[src/rtl/can_rx_pkg.sv]
// Package: register map, field layout and constants of the CAN receive path
// Contract
// - Five-deep receive queue behind one window
// - Each receive buffer holds fifteen bytes
// - Full flag set while foreground holds message
// - Filter during reception, queue valid frame, interrupt
// - Errored or rejected frames are simply overwritten
// - Own frames not queued, interrupted or acknowledged
// - Loopback treats own frames like others
// - Lost arbitration turns device into receiver
// - Full queue drops new frame, signals overrun
// - Masked identifier bits are don't care
// - Lowest matching filter reported in hit field
// - 32-bit mode: two filters, one per bank
// - 16-bit mode: four filters, two per bank
// - 8-bit mode: eight filters on first byte
// - Closed mode never sets the full flag
// - Error counters cannot be altered by software
// - Configuration writes need init handshake complete
// - Transmit pin recessive in power-down or init
// - Module enable writable once in normal modes
// - Clock source bit picks oscillator or bus clock
// - Prescaler divides protocol clock into quantum tick
package can_rx_pkg;
  // Register word indexes; byte address is four times the index
  localparam logic [5:0] IDX_CTL0 = 6'h00;
  localparam logic [5:0] IDX_CTL1 = 6'h01;
  localparam logic [5:0] IDX_BTR0 = 6'h02;
  localparam logic [5:0] IDX_BTR1 = 6'h03;
  localparam logic [5:0] IDX_RFLG = 6'h04;
  localparam logic [5:0] IDX_RIER = 6'h05;
  localparam logic [5:0] IDX_IDAC = 6'h06;
  localparam logic [5:0] IDX_RXERR = 6'h07;
  localparam logic [5:0] IDX_TXERR = 6'h08;
  localparam logic [5:0] IDX_IDAR0 = 6'h10;
  localparam logic [5:0] IDX_IDMR0 = 6'h18;
  localparam logic [5:0] IDX_FG0 = 6'h20;
  // Field positions
  localparam int CTL0_INIT_REQUEST = 0;
  localparam int CTL1_ENABLE = 7;
  localparam int CTL1_CLOCK_SOURCE_SELECT = 6;
  localparam int CTL1_LOOP = 5;
  localparam int CTL1_INIT_ACKNOWLEDGE = 0;
  localparam int RFLG_RXF = 0;
  localparam int RFLG_OVR = 1;
  localparam int RIER_RXIE = 0;
  localparam int RIER_OVRIE = 1;
  localparam int IDAC_MODE_LSB = 4;
  // Sizes
  localparam logic [2:0] QUEUE_DEPTH = 3'h5;
  localparam logic [2:0] SLOT_LAST = 3'h5;
  localparam logic [3:0] MSG_BYTES = 4'hf;
  localparam logic [3:0] ID_BYTES = 4'h4;
  localparam int MEM_WORDS = 24;
  // Reset values and options
  localparam logic [7:0] BTR_RESET = 8'h00;
  localparam logic RECESSIVE = 1'b1;
  localparam logic HAS_CLOCK_GEN = 1'b1;
  typedef enum logic [1:0] {FM_32 = 2'h0, FM_16 = 2'h1, FM_8 = 2'h2, FM_CLOSED = 2'h3} filt_mode_t;
  typedef enum logic [1:0] {AP_IDLE = 2'h0, AP_WAIT = 2'h1, AP_DONE = 2'h3} apb_st_t;
endpackage

[src/rtl/can_receive_filter_path.sv]
// CAN receive queue, acceptance filter, configuration lock and quantum prescaler
//
// Local design decisions: the APB register port and the register offsets.
`timescale 1ns/1ps
module can_receive_filter_path (
  input wire logic pclk,
  input wire logic presetn,
  input wire logic psel,
  input wire logic penable,
  input wire logic pwrite,
  input wire logic [7:0] paddr,
  input wire logic [31:0] pwdata,
  output logic [31:0] prdata,
  output logic pready,
  output logic pslverr,
  input wire logic rx_byte_wr,
  input wire logic [3:0] rx_byte_idx,
  input wire logic [7:0] rx_byte,
  input wire logic rx_frame_done,
  input wire logic rx_frame_ok,
  input wire logic tx_frame_start,
  input wire logic arb_lost,
  input wire logic tx_bit,
  input wire logic [7:0] rx_err_count,
  input wire logic [7:0] tx_err_count,
  input wire logic osc_clk,
  input wire logic power_down,
  input wire logic special_mode,
  output logic bus_transmit_output,
  output logic ack_enable,
  output logic time_quantum_tick,
  output logic rx_irq,
  output logic overrun_irq
);
  typedef struct packed {
    can_rx_pkg::apb_st_t ap;
    logic [31:0] prdata;
    logic err;
    logic init_request;
    logic init_acknowledge;
    logic module_enable_bit;
    logic enable_written;
    logic clock_source_select;
    logic loopback;
    logic [7:0] btr0;
    logic [7:0] btr1;
    logic rx_ie;
    logic ovr_ie;
    logic ovr_flag;
    can_rx_pkg::filt_mode_t mode;
    logic [7:0][7:0] pattern;
    logic [7:0][7:0] mask;
    logic [5:0][2:0] slot_hit;
    logic [3:0][7:0] id_bytes;
    logic [2:0] head;
    logic [2:0] tail;
    logic [2:0] count;
    logic own;
    logic [5:0] psc_cnt;
    logic tq;
    logic osc_s1;
    logic osc_s2;
    logic osc_s3;
    logic rx_irq;
    logic ovr_irq;
    logic tx_out;
  } state_t;

  state_t r;
  state_t n;
  logic [31:0] mem_rd;
  logic [7:0] byte_match;
  logic [7:0] hits;
  logic [5:0] widx;

  function automatic logic known_reg(input logic [5:0] idx);
    known_reg = (idx <= can_rx_pkg::IDX_TXERR) ||
      (idx >= can_rx_pkg::IDX_IDAR0 && idx < can_rx_pkg::IDX_FG0 + 6'h04);
  endfunction

  function automatic logic [1:0] id_byte_of(input can_rx_pkg::filt_mode_t m, input int i);
    case (m)
      can_rx_pkg::FM_32: id_byte_of = 2'(i % 4);
      can_rx_pkg::FM_16: id_byte_of = 2'(i % 2);
      default: id_byte_of = 2'h0;
    endcase
  endfunction

  function automatic logic [2:0] next_slot(input logic [2:0] s);
    next_slot = (s == can_rx_pkg::SLOT_LAST) ? 3'h0 : s + 3'h1;
  endfunction

  assign widx = paddr[7:2];

  // Each pattern byte against the identifier byte its mode assigns; mask bits drop out
  genvar gi;
  generate
    for (gi = 0; gi < 8; gi++)
    begin : g_cmp
      assign byte_match[gi] =
        ((r.id_bytes[id_byte_of(r.mode, gi)] ^ r.pattern[gi]) & ~r.mask[gi]) == 8'h00;
    end
  endgenerate

  always_comb
  begin
    unique case (r.mode)
      can_rx_pkg::FM_32: hits = {6'h00, &byte_match[7:4], &byte_match[3:0]};
      can_rx_pkg::FM_16: hits = {4'h0, &byte_match[7:6], &byte_match[5:4],
        &byte_match[3:2], &byte_match[1:0]};
      can_rx_pkg::FM_8: hits = byte_match;
      can_rx_pkg::FM_CLOSED: hits = 8'h00;
    endcase
  end

  rx_msg_store u_store (
    .pclk(pclk),
    .presetn(presetn),
    .wr_en(rx_byte_wr && rx_byte_idx < can_rx_pkg::MSG_BYTES),
    .wr_addr({r.tail, rx_byte_idx[3:2]}),
    .wr_lane(rx_byte_idx[1:0]),
    .wr_data(rx_byte),
    .rd_addr({r.head, paddr[3:2]}),
    .rd_data(mem_rd)
  );

  always_comb
  begin
    logic [7:0] rd8;
    logic [7:0] wd;
    logic do_wr;
    logic unlocked;
    logic accept;
    logic push;
    logic pop;
    logic [2:0] first_hit;
    logic base_tick;
    rd8 = 8'h00;
    wd = pwdata[7:0];
    do_wr = 1'b0;
    unlocked = r.init_request && r.init_acknowledge;
    accept = 1'b0;
    push = 1'b0;
    pop = 1'b0;
    first_hit = 3'h0;
    base_tick = 1'b0;
    n = r;
    n.rx_irq = 1'b0;
    n.ovr_irq = 1'b0;
    n.tq = 1'b0;

    // Read value for the addressed word
    if (widx >= can_rx_pkg::IDX_IDAR0 && widx < can_rx_pkg::IDX_IDMR0)
    begin
      rd8 = r.pattern[widx[2:0]];
    end
    else if (widx >= can_rx_pkg::IDX_IDMR0 && widx < can_rx_pkg::IDX_FG0)
    begin
      rd8 = r.mask[widx[2:0]];
    end
    else
    begin
      case (widx)
        can_rx_pkg::IDX_CTL0: rd8[can_rx_pkg::CTL0_INIT_REQUEST] = r.init_request;
        can_rx_pkg::IDX_CTL1:
        begin
          rd8[can_rx_pkg::CTL1_ENABLE] = r.module_enable_bit;
          rd8[can_rx_pkg::CTL1_CLOCK_SOURCE_SELECT] = r.clock_source_select;
          rd8[can_rx_pkg::CTL1_LOOP] = r.loopback;
          rd8[can_rx_pkg::CTL1_INIT_ACKNOWLEDGE] = r.init_acknowledge;
        end
        can_rx_pkg::IDX_BTR0: rd8 = r.btr0;
        can_rx_pkg::IDX_BTR1: rd8 = r.btr1;
        can_rx_pkg::IDX_RFLG:
        begin
          rd8[can_rx_pkg::RFLG_RXF] = r.count != 3'h0;
          rd8[can_rx_pkg::RFLG_OVR] = r.ovr_flag;
        end
        can_rx_pkg::IDX_RIER:
        begin
          rd8[can_rx_pkg::RIER_RXIE] = r.rx_ie;
          rd8[can_rx_pkg::RIER_OVRIE] = r.ovr_ie;
        end
        can_rx_pkg::IDX_IDAC:
        begin
          rd8[can_rx_pkg::IDAC_MODE_LSB+:2] = r.mode;
          rd8[2:0] = r.slot_hit[r.head];
        end
        can_rx_pkg::IDX_RXERR: rd8 = rx_err_count;
        can_rx_pkg::IDX_TXERR: rd8 = tx_err_count;
        default: rd8 = 8'h00;
      endcase
    end

    // APB: setup, one wait cycle for the registered store read, then ready
    unique case (r.ap)
      can_rx_pkg::AP_IDLE:
      begin
        if (psel && !penable)
        begin
          n.ap = can_rx_pkg::AP_WAIT;
        end
      end
      can_rx_pkg::AP_WAIT:
      begin
        n.ap = can_rx_pkg::AP_DONE;
        n.err = !known_reg(widx);
        n.prdata = !known_reg(widx) ? 32'h0000_0000 :
          (widx >= can_rx_pkg::IDX_FG0) ? mem_rd : {24'h000000, rd8};
      end
      can_rx_pkg::AP_DONE:
      begin
        n.ap = can_rx_pkg::AP_IDLE;
        do_wr = psel && penable && pwrite;
      end
      default: n.ap = can_rx_pkg::AP_IDLE;
    endcase

    // Register writes; the error counter words take no write at all
    if (do_wr)
    begin
      if (widx >= can_rx_pkg::IDX_IDAR0 && widx < can_rx_pkg::IDX_IDMR0 && unlocked)
      begin
        n.pattern[widx[2:0]] = wd;
      end
      else if (widx >= can_rx_pkg::IDX_IDMR0 && widx < can_rx_pkg::IDX_FG0 && unlocked)
      begin
        n.mask[widx[2:0]] = wd;
      end
      else
      begin
        case (widx)
          can_rx_pkg::IDX_CTL0: n.init_request = wd[can_rx_pkg::CTL0_INIT_REQUEST];
          can_rx_pkg::IDX_CTL1:
          begin
            // Only one enable write after reset outside special mode, so stray code cannot switch it off
            if (special_mode || !r.enable_written)
            begin
              n.module_enable_bit = wd[can_rx_pkg::CTL1_ENABLE];
              n.enable_written = 1'b1;
            end
            if (unlocked)
            begin
              n.clock_source_select = wd[can_rx_pkg::CTL1_CLOCK_SOURCE_SELECT];
              n.loopback = wd[can_rx_pkg::CTL1_LOOP];
            end
          end
          can_rx_pkg::IDX_BTR0: n.btr0 = unlocked ? wd : r.btr0;
          can_rx_pkg::IDX_BTR1: n.btr1 = unlocked ? wd : r.btr1;
          can_rx_pkg::IDX_RFLG:
          begin
            pop = wd[can_rx_pkg::RFLG_RXF] && r.count != 3'h0;
            if (wd[can_rx_pkg::RFLG_OVR])
            begin
              n.ovr_flag = 1'b0;
            end
          end
          can_rx_pkg::IDX_RIER:
          begin
            n.rx_ie = wd[can_rx_pkg::RIER_RXIE];
            n.ovr_ie = wd[can_rx_pkg::RIER_OVRIE];
          end
          can_rx_pkg::IDX_IDAC:
          begin
            if (unlocked)
            begin
              n.mode = can_rx_pkg::filt_mode_t'(wd[can_rx_pkg::IDAC_MODE_LSB+:2]);
            end
          end
          default: n.init_request = r.init_request;
        endcase
      end
    end
    // Acknowledge follows the request one cycle later
    n.init_acknowledge = r.init_request;

    // Identifier bytes are shadowed as they stream in, for the filter
    if (rx_byte_wr && rx_byte_idx < can_rx_pkg::ID_BYTES)
    begin
      n.id_bytes[rx_byte_idx[1:0]] = rx_byte;
    end

    // Own frame until arbitration is lost; then it is a receiver like any other
    if (tx_frame_start)
    begin
      n.own = 1'b1;
    end
    if (arb_lost)
    begin
      n.own = 1'b0;
    end

    for (int i = 7; i >= 0; i--)
    begin
      if (hits[i])
      begin
        first_hit = 3'(i);
      end
    end

    if (rx_frame_done)
    begin
      n.own = 1'b0;
      // Rejected or errored frames stay in the background slot and get overwritten
      accept = rx_frame_ok && (!r.own || r.loopback) && (hits != 8'h00);
      if (accept && r.count == can_rx_pkg::QUEUE_DEPTH)
      begin
        n.ovr_flag = 1'b1;
        n.ovr_irq = r.ovr_ie;
      end
      else if (accept)
      begin
        push = 1'b1;
        n.slot_hit[r.tail] = first_hit;
        n.tail = next_slot(r.tail);
        n.rx_irq = r.rx_ie;
      end
    end

    // A push in the same cycle as a clear keeps the flag set
    if (pop)
    begin
      n.head = next_slot(r.head);
    end
    n.count = r.count + 3'(push) - 3'(pop);

    // Quantum prescaler on bus clock or the sampled oscillator
    n.osc_s1 = osc_clk;
    n.osc_s2 = r.osc_s1;
    n.osc_s3 = r.osc_s2;
    if (r.clock_source_select && can_rx_pkg::HAS_CLOCK_GEN)
    begin
      base_tick = 1'b1;
    end
    else
    begin
      base_tick = r.osc_s2 && !r.osc_s3;
    end
    if (!r.module_enable_bit)
    begin
      n.psc_cnt = 6'h00;
    end
    else if (base_tick)
    begin
      if (r.psc_cnt >= r.btr0[5:0])
      begin
        n.psc_cnt = 6'h00;
        n.tq = 1'b1;
      end
      else
      begin
        n.psc_cnt = r.psc_cnt + 6'h01;
      end
    end

    // Forced recessive as soon as init is requested, not when acknowledged
    if (power_down || n.init_request || !r.module_enable_bit)
    begin
      n.tx_out = can_rx_pkg::RECESSIVE;
    end
    else
    begin
      n.tx_out = tx_bit;
    end
  end

  always_ff @(posedge pclk or negedge presetn)
  begin
    if (!presetn)
    begin
      r <= '0;
      r.btr0 <= can_rx_pkg::BTR_RESET;
      r.btr1 <= can_rx_pkg::BTR_RESET;
      r.tx_out <= can_rx_pkg::RECESSIVE;
    end
    else
    begin
      r <= n;
    end
  end

  assign prdata = r.prdata;
  assign pready = penable && r.ap == can_rx_pkg::AP_DONE;
  assign pslverr = pready && r.err;
  assign bus_transmit_output = r.tx_out;
  assign ack_enable = !r.own || r.loopback;
  assign time_quantum_tick = r.tq;
  assign rx_irq = r.rx_irq;
  assign overrun_irq = r.ovr_irq;
endmodule

[src/rtl/rx_msg_store.sv]
// Message store: six 16-byte slots, byte writes, registered word reads
`timescale 1ns/1ps
module rx_msg_store (
  input wire logic pclk,
  input wire logic presetn,
  input wire logic wr_en,
  input wire logic [4:0] wr_addr,
  input wire logic [1:0] wr_lane,
  input wire logic [7:0] wr_data,
  input wire logic [4:0] rd_addr,
  output logic [31:0] rd_data
);
  typedef struct packed {
    logic [can_rx_pkg::MEM_WORDS-1:0][3:0][7:0] mem;
    logic [31:0] rd;
  } store_t;

  store_t r;
  store_t n;

  always_comb
  begin
    n = r;
    if (wr_en && wr_addr < 5'(can_rx_pkg::MEM_WORDS))
    begin
      n.mem[wr_addr][wr_lane] = wr_data;
    end
    // Unused addresses read zero rather than wrapping
    n.rd = (rd_addr < 5'(can_rx_pkg::MEM_WORDS)) ? r.mem[rd_addr] : 32'h0000_0000;
  end

  always_ff @(posedge pclk or negedge presetn)
  begin
    if (!presetn)
    begin
      r <= '0;
    end
    else
    begin
      r <= n;
    end
  end

  assign rd_data = r.rd;
endmodule

[config.mk]
export PLATFORM = sky130hd
export DESIGN_NAME = can_receive_filter_path
export DESIGN_NICKNAME = d
export VERILOG_FILES = /design/src/rtl/can_rx_pkg.sv /design/src/rtl/can_receive_filter_path.sv /design/src/rtl/rx_msg_store.sv
export SDC_FILE = /design/constraint.sdc
export NUM_CORES = 2
export LEC_CHECK = 0
export ABC_AREA = 1
export BUFFER_PORTS_ARGS = -buffer_cell sky130_fd_sc_hd__buf_2
export CAP_MARGIN = 20
export CORE_MARGIN = 1.5
export CORE_UTILIZATION = 53
export CTS_CLUSTER_DIAMETER = 80
export CTS_CLUSTER_SIZE = 24
export DETAILED_ROUTE_END_ITERATION = 6
export PLACE_DENSITY = 0.81
export SETUP_SLACK_MARGIN = 0.15
export SLEW_MARGIN = 10
export SYNTH_ARGS = -nofsm -noshare
export SYNTH_HDL_FRONTEND = slang
export SYNTH_SLANG_ARGS = --single-unit
[constraint.sdc]
create_clock -name pclk -period 3.2 [get_ports pclk]
set_input_delay 0.32 -clock pclk [delete_from_list [all_inputs] [get_ports pclk]]
set_output_delay 0.32 -clock pclk [all_outputs]
set_load 0.01 [all_outputs]
==> flow_summary.yaml <==
run_status:
  outcome: "finished clean"
yosys:
  synth_top_area_cell: "dfrtp_1"
  syn_area_per_cell_um2: 8.88
  synth_seq_area_share: 0.569
  postSynth.asyncResetShare: 1.00
  yosysWarnings: 0
  syn_inst: 5263
  synthFlopType: "dfrtp_1"
  ys_top_cells_by_count: "nand2_1, dfrtp_1, o21ai_0"
  synth_fp_nets: 5355
  synth_most_common_cell: "nand2_1"
  ys_types: 55
  syn-cell-area_um2: 46700
  synth_edf_count: 0
  yosys_register_bits: 1063
  synth_top_area_frac: 0.569
  yosys-top-cells-area: "dfrtp_1, nand2_1, o21ai_0"
sta:
  fmax_mhz: 321
  slew_viol_final: 0
  setup_ws_ns: 0.0858
  whs_ns: 0.0438
  post-route-period-util: 0.973
  min_period_ns: 3.11
  clock_skew_ns: 0.0541
  rsz0062_at_grt: "yes"
  timing_hold_violations_final: 0
  worst_pin_slew_ns: 1.02
  max-slew-margin-rel: 0.311
  finalSetupViolCount: 0
die:
  die_x_um: 300
  die_area_um2: 89900
  row_count: 108
  io_pins: 121
  die-height_um: 300
  core_um2: 87000
  start_util: 0.537
drt:
  dr.first_iter.drc_count: 5056
  drcViolationCount: 0
  wl_per_cell_um: 21.9
  ant_nets: 0
  first_pass_iters: 6
  via_count: 39500
  drt-total-wl_um: 140000
  via_per_inst: 6.20
critical_path:
  path_cells: "nor2_4 > buf_12 > buf_16 > nand2_4 > nand3b_1 > nand3_2 > nand2_1 > inv_1 > nand2_2 > nor2_4 > buf_6 > nand2_2 > nand2_2 > nor2_4 > nand4_4 > nand3_4 > ha_4 > inv_4 > ha_4 > inv_2 > fa_2 > inv_2"
  start_kind: "flop"
  worstSetupPathType: "flop to flop"
  r2r_cells: 22
  path_depth: 22
  critical_path.max_fanout: 7
  critPathCaptureType: "flop"
  cpPeakStageDelay_ns: 0.52
  required_ns: 3.79
  crit_buf_inv: 7
  cpMaxStageDelayCell: "fa_2"
  critPathTopFamily: "simple AND/OR/NAND/NOR gates"
  cp_data_arrival_time_ns: 3.70
grt:
  overflow: 0
  grt_util_all_layers: 0.308
  grt_pass1_vias: 37200
  grt_antenna_before_repair: 5
  grt_pass1_wl_um: 217000
  grt_max_degree: 108
power_and_ir_drop:
  powerDensity_nw_per_um2: 622
  swShare: 0.308
  seq_power_share: 0.572
  pwr-share-comb: 0.181
  p_leak_nw: 23.4
  clock_power_share: 0.247
  ir_drop_mv: 0.532
  switchingPower_w: 0.00979
  internal_power_w: 0.0220
cts:
  htree_levels: 2
  cts_made_buffers: 53
  tritoncts: "built"
  clk_latency_ns: 0.68
  cts_sinks: 1063
  clock-root-buffer: "clkbuf_16"
  cts.path.max_buffers: 3
  path_clk_slew_ns: 0.09
worst_hold_path:
  holdCritPathClass: "input port to flop"
  holdPathStages: 3
cells_and_area:
  syn_to_final_growth_pct: 9.46
  layout-drive-gt1-share: 0.0930
  final_nets: 5282
  instances_no_fill: 6373
placed_design:
  dp_cells: 6258
  dp.final_hpwl_um: 93200
  gp_congestion: 0.988
  pre_cts_slack_ns: -0.159
  port_buffers: 94
run:
  cap_viol_max_count: 0
-- final timing paths --
check | end | slack [ns] | start
worst max-delay path | r[15] | 0.09 | r[202]
worst min register to register | u_store.r[669] | 0.38 | u_store.r[669]
max in group asynchronous | u_store.r[773] | 1.86 | presetn
worst min-delay path | u_store.r[264] | 0.04 | rx_byte[0]
worst max register to register | r[15] | 0.09 | r[202]
min in group asynchronous | r[96] | 0.22 | presetn
-- metal layers --
layer,vias to the layer above,routed length (um),global-route usage
li1,17600,-,-
met1,19400,57300,0.448
met2,2220,61900,0.460
met3,281,16100,0.0699
met4,6,4420,0.0973
met5,-,34,0
-- worst register-to-register path: stages, from the launching register on --
cell	delay [ns]
dfrtp_2	0.48
nor2_4	0.18
buf_12	0.15
buf_16	0.14
nand2_4	0.05
nand3b_1	0.10
nand3_2	0.09
nand2_1	0.07
inv_1	0.04
nand2_2	0.11
nor2_4	0.07
buf_6	0.11
nand2_2	0.05
nand2_2	0.07
nor2_4	0.14
nand4_4	0.11
nand3_4	0.10
ha_4	0.21
inv_4	0.05
ha_4	0.12
inv_2	0.03
fa_2	0.52
inv_2	0.03
-- flip-flops by register name (all words and copies together) (netlist names) --
signal and flops:
u_store.r 768, r 224, prdata 32, u_store.rd_data 32, n 3, bus_transmit_output 1
overrun_irq 1, rx_irq 1, time_quantum_tick 1
-- kinds of logic after synthesis --
logic type	count (synthesis)	share of synthesized area
buf+inv	708	0.0604
mux	15	0.00321
flops	1063	0.569
simple gates	1833	0.158
xor+xnor	11	0.00206
fa+ha+maj	10	0.00284
compound gates	1623	0.204
-- power by group through the flow --
stage | Combinational, W | Sequential, W | Clock (W)
after global routing | 0.00658 | 0.0185 | 0.00837
after floorplan | 0.00392 | 0.0179 | 0
after global placement | 0.00531 | 0.0182 | 0
final | 0.00574 | 0.0182 | 0.00785
after CTS | 0.00568 | 0.0181 | 0.00792
after detailed placement | 0.00558 | 0.0183 | 0
-- timing repair --
item	4_1_cts	5_1_grt
gates cloned	3	1
gates resized for setup	66	40
endpoints found under the setup margin	2	5
pin swaps	29	30
hold buffers	14	0
buffers inserted	9	5
endpoints found under the hold margin	78	0
-- placed cells by master, fill, tap and decap left out, types with 13 or more instances in the layout --
| cell | n |
|---|---|
| o21ai_0 | 890 |
| o22ai_1 | 46 |
| nand3b_1 | 24 |
| nor2_4 | 16 |
| nand4_1 | 20 |
| nor2_1 | 132 |
| nor3_1 | 50 |
| inv_1 | 239 |
| a32o_1 | 24 |
| nand2_2 | 36 |
| buf_12 | 37 |
| a21oi_1 | 180 |
| buf_4 | 163 |
| buf_2 | 93 |
| clkbuf_1 | 13 |
| nand3_1 | 106 |
| dfrtp_1 | 1060 |
| nand2_1 | 1408 |
| a22oi_1 | 393 |
| dlygate4sd3_1 | 14 |
| a41oi_1 | 31 |
| mux2i_1 | 15 |
| clkbuf_16 | 54 |
-- area by class of cell --
type / instances / area (um2)
antenna: 1 / 2.50
multi-input combinational: 3492 / 17700
inverter: 261 / 1010
clock inverter: 14 / 229
clock buffer: 68 / 1400
timing repair buffer: 319 / 2780
sequential: 1063 / 26600
fill: 7372 / 35900
tap: 1155 / 1450
-- per-stage QoR --
step | power [W] | setup TNS [ns] | util | area [um2]
after detailed placement | 0.0239 | -0.265 | 0.560 | 48800
after CTS | 0.0317 | 0 | 0.585 | 50900
after global routing | 0.0334 | -0.0239 | 0.588 | 51100
after global placement | 0.0235 | -0.157 | 0.560 | 48800
after floorplan | 0.0218 | 0 | - | 46700
final | 0.0318 | 0 | 0.588 | 51100
Note: power is estimated with default switching activity, not from simulation.
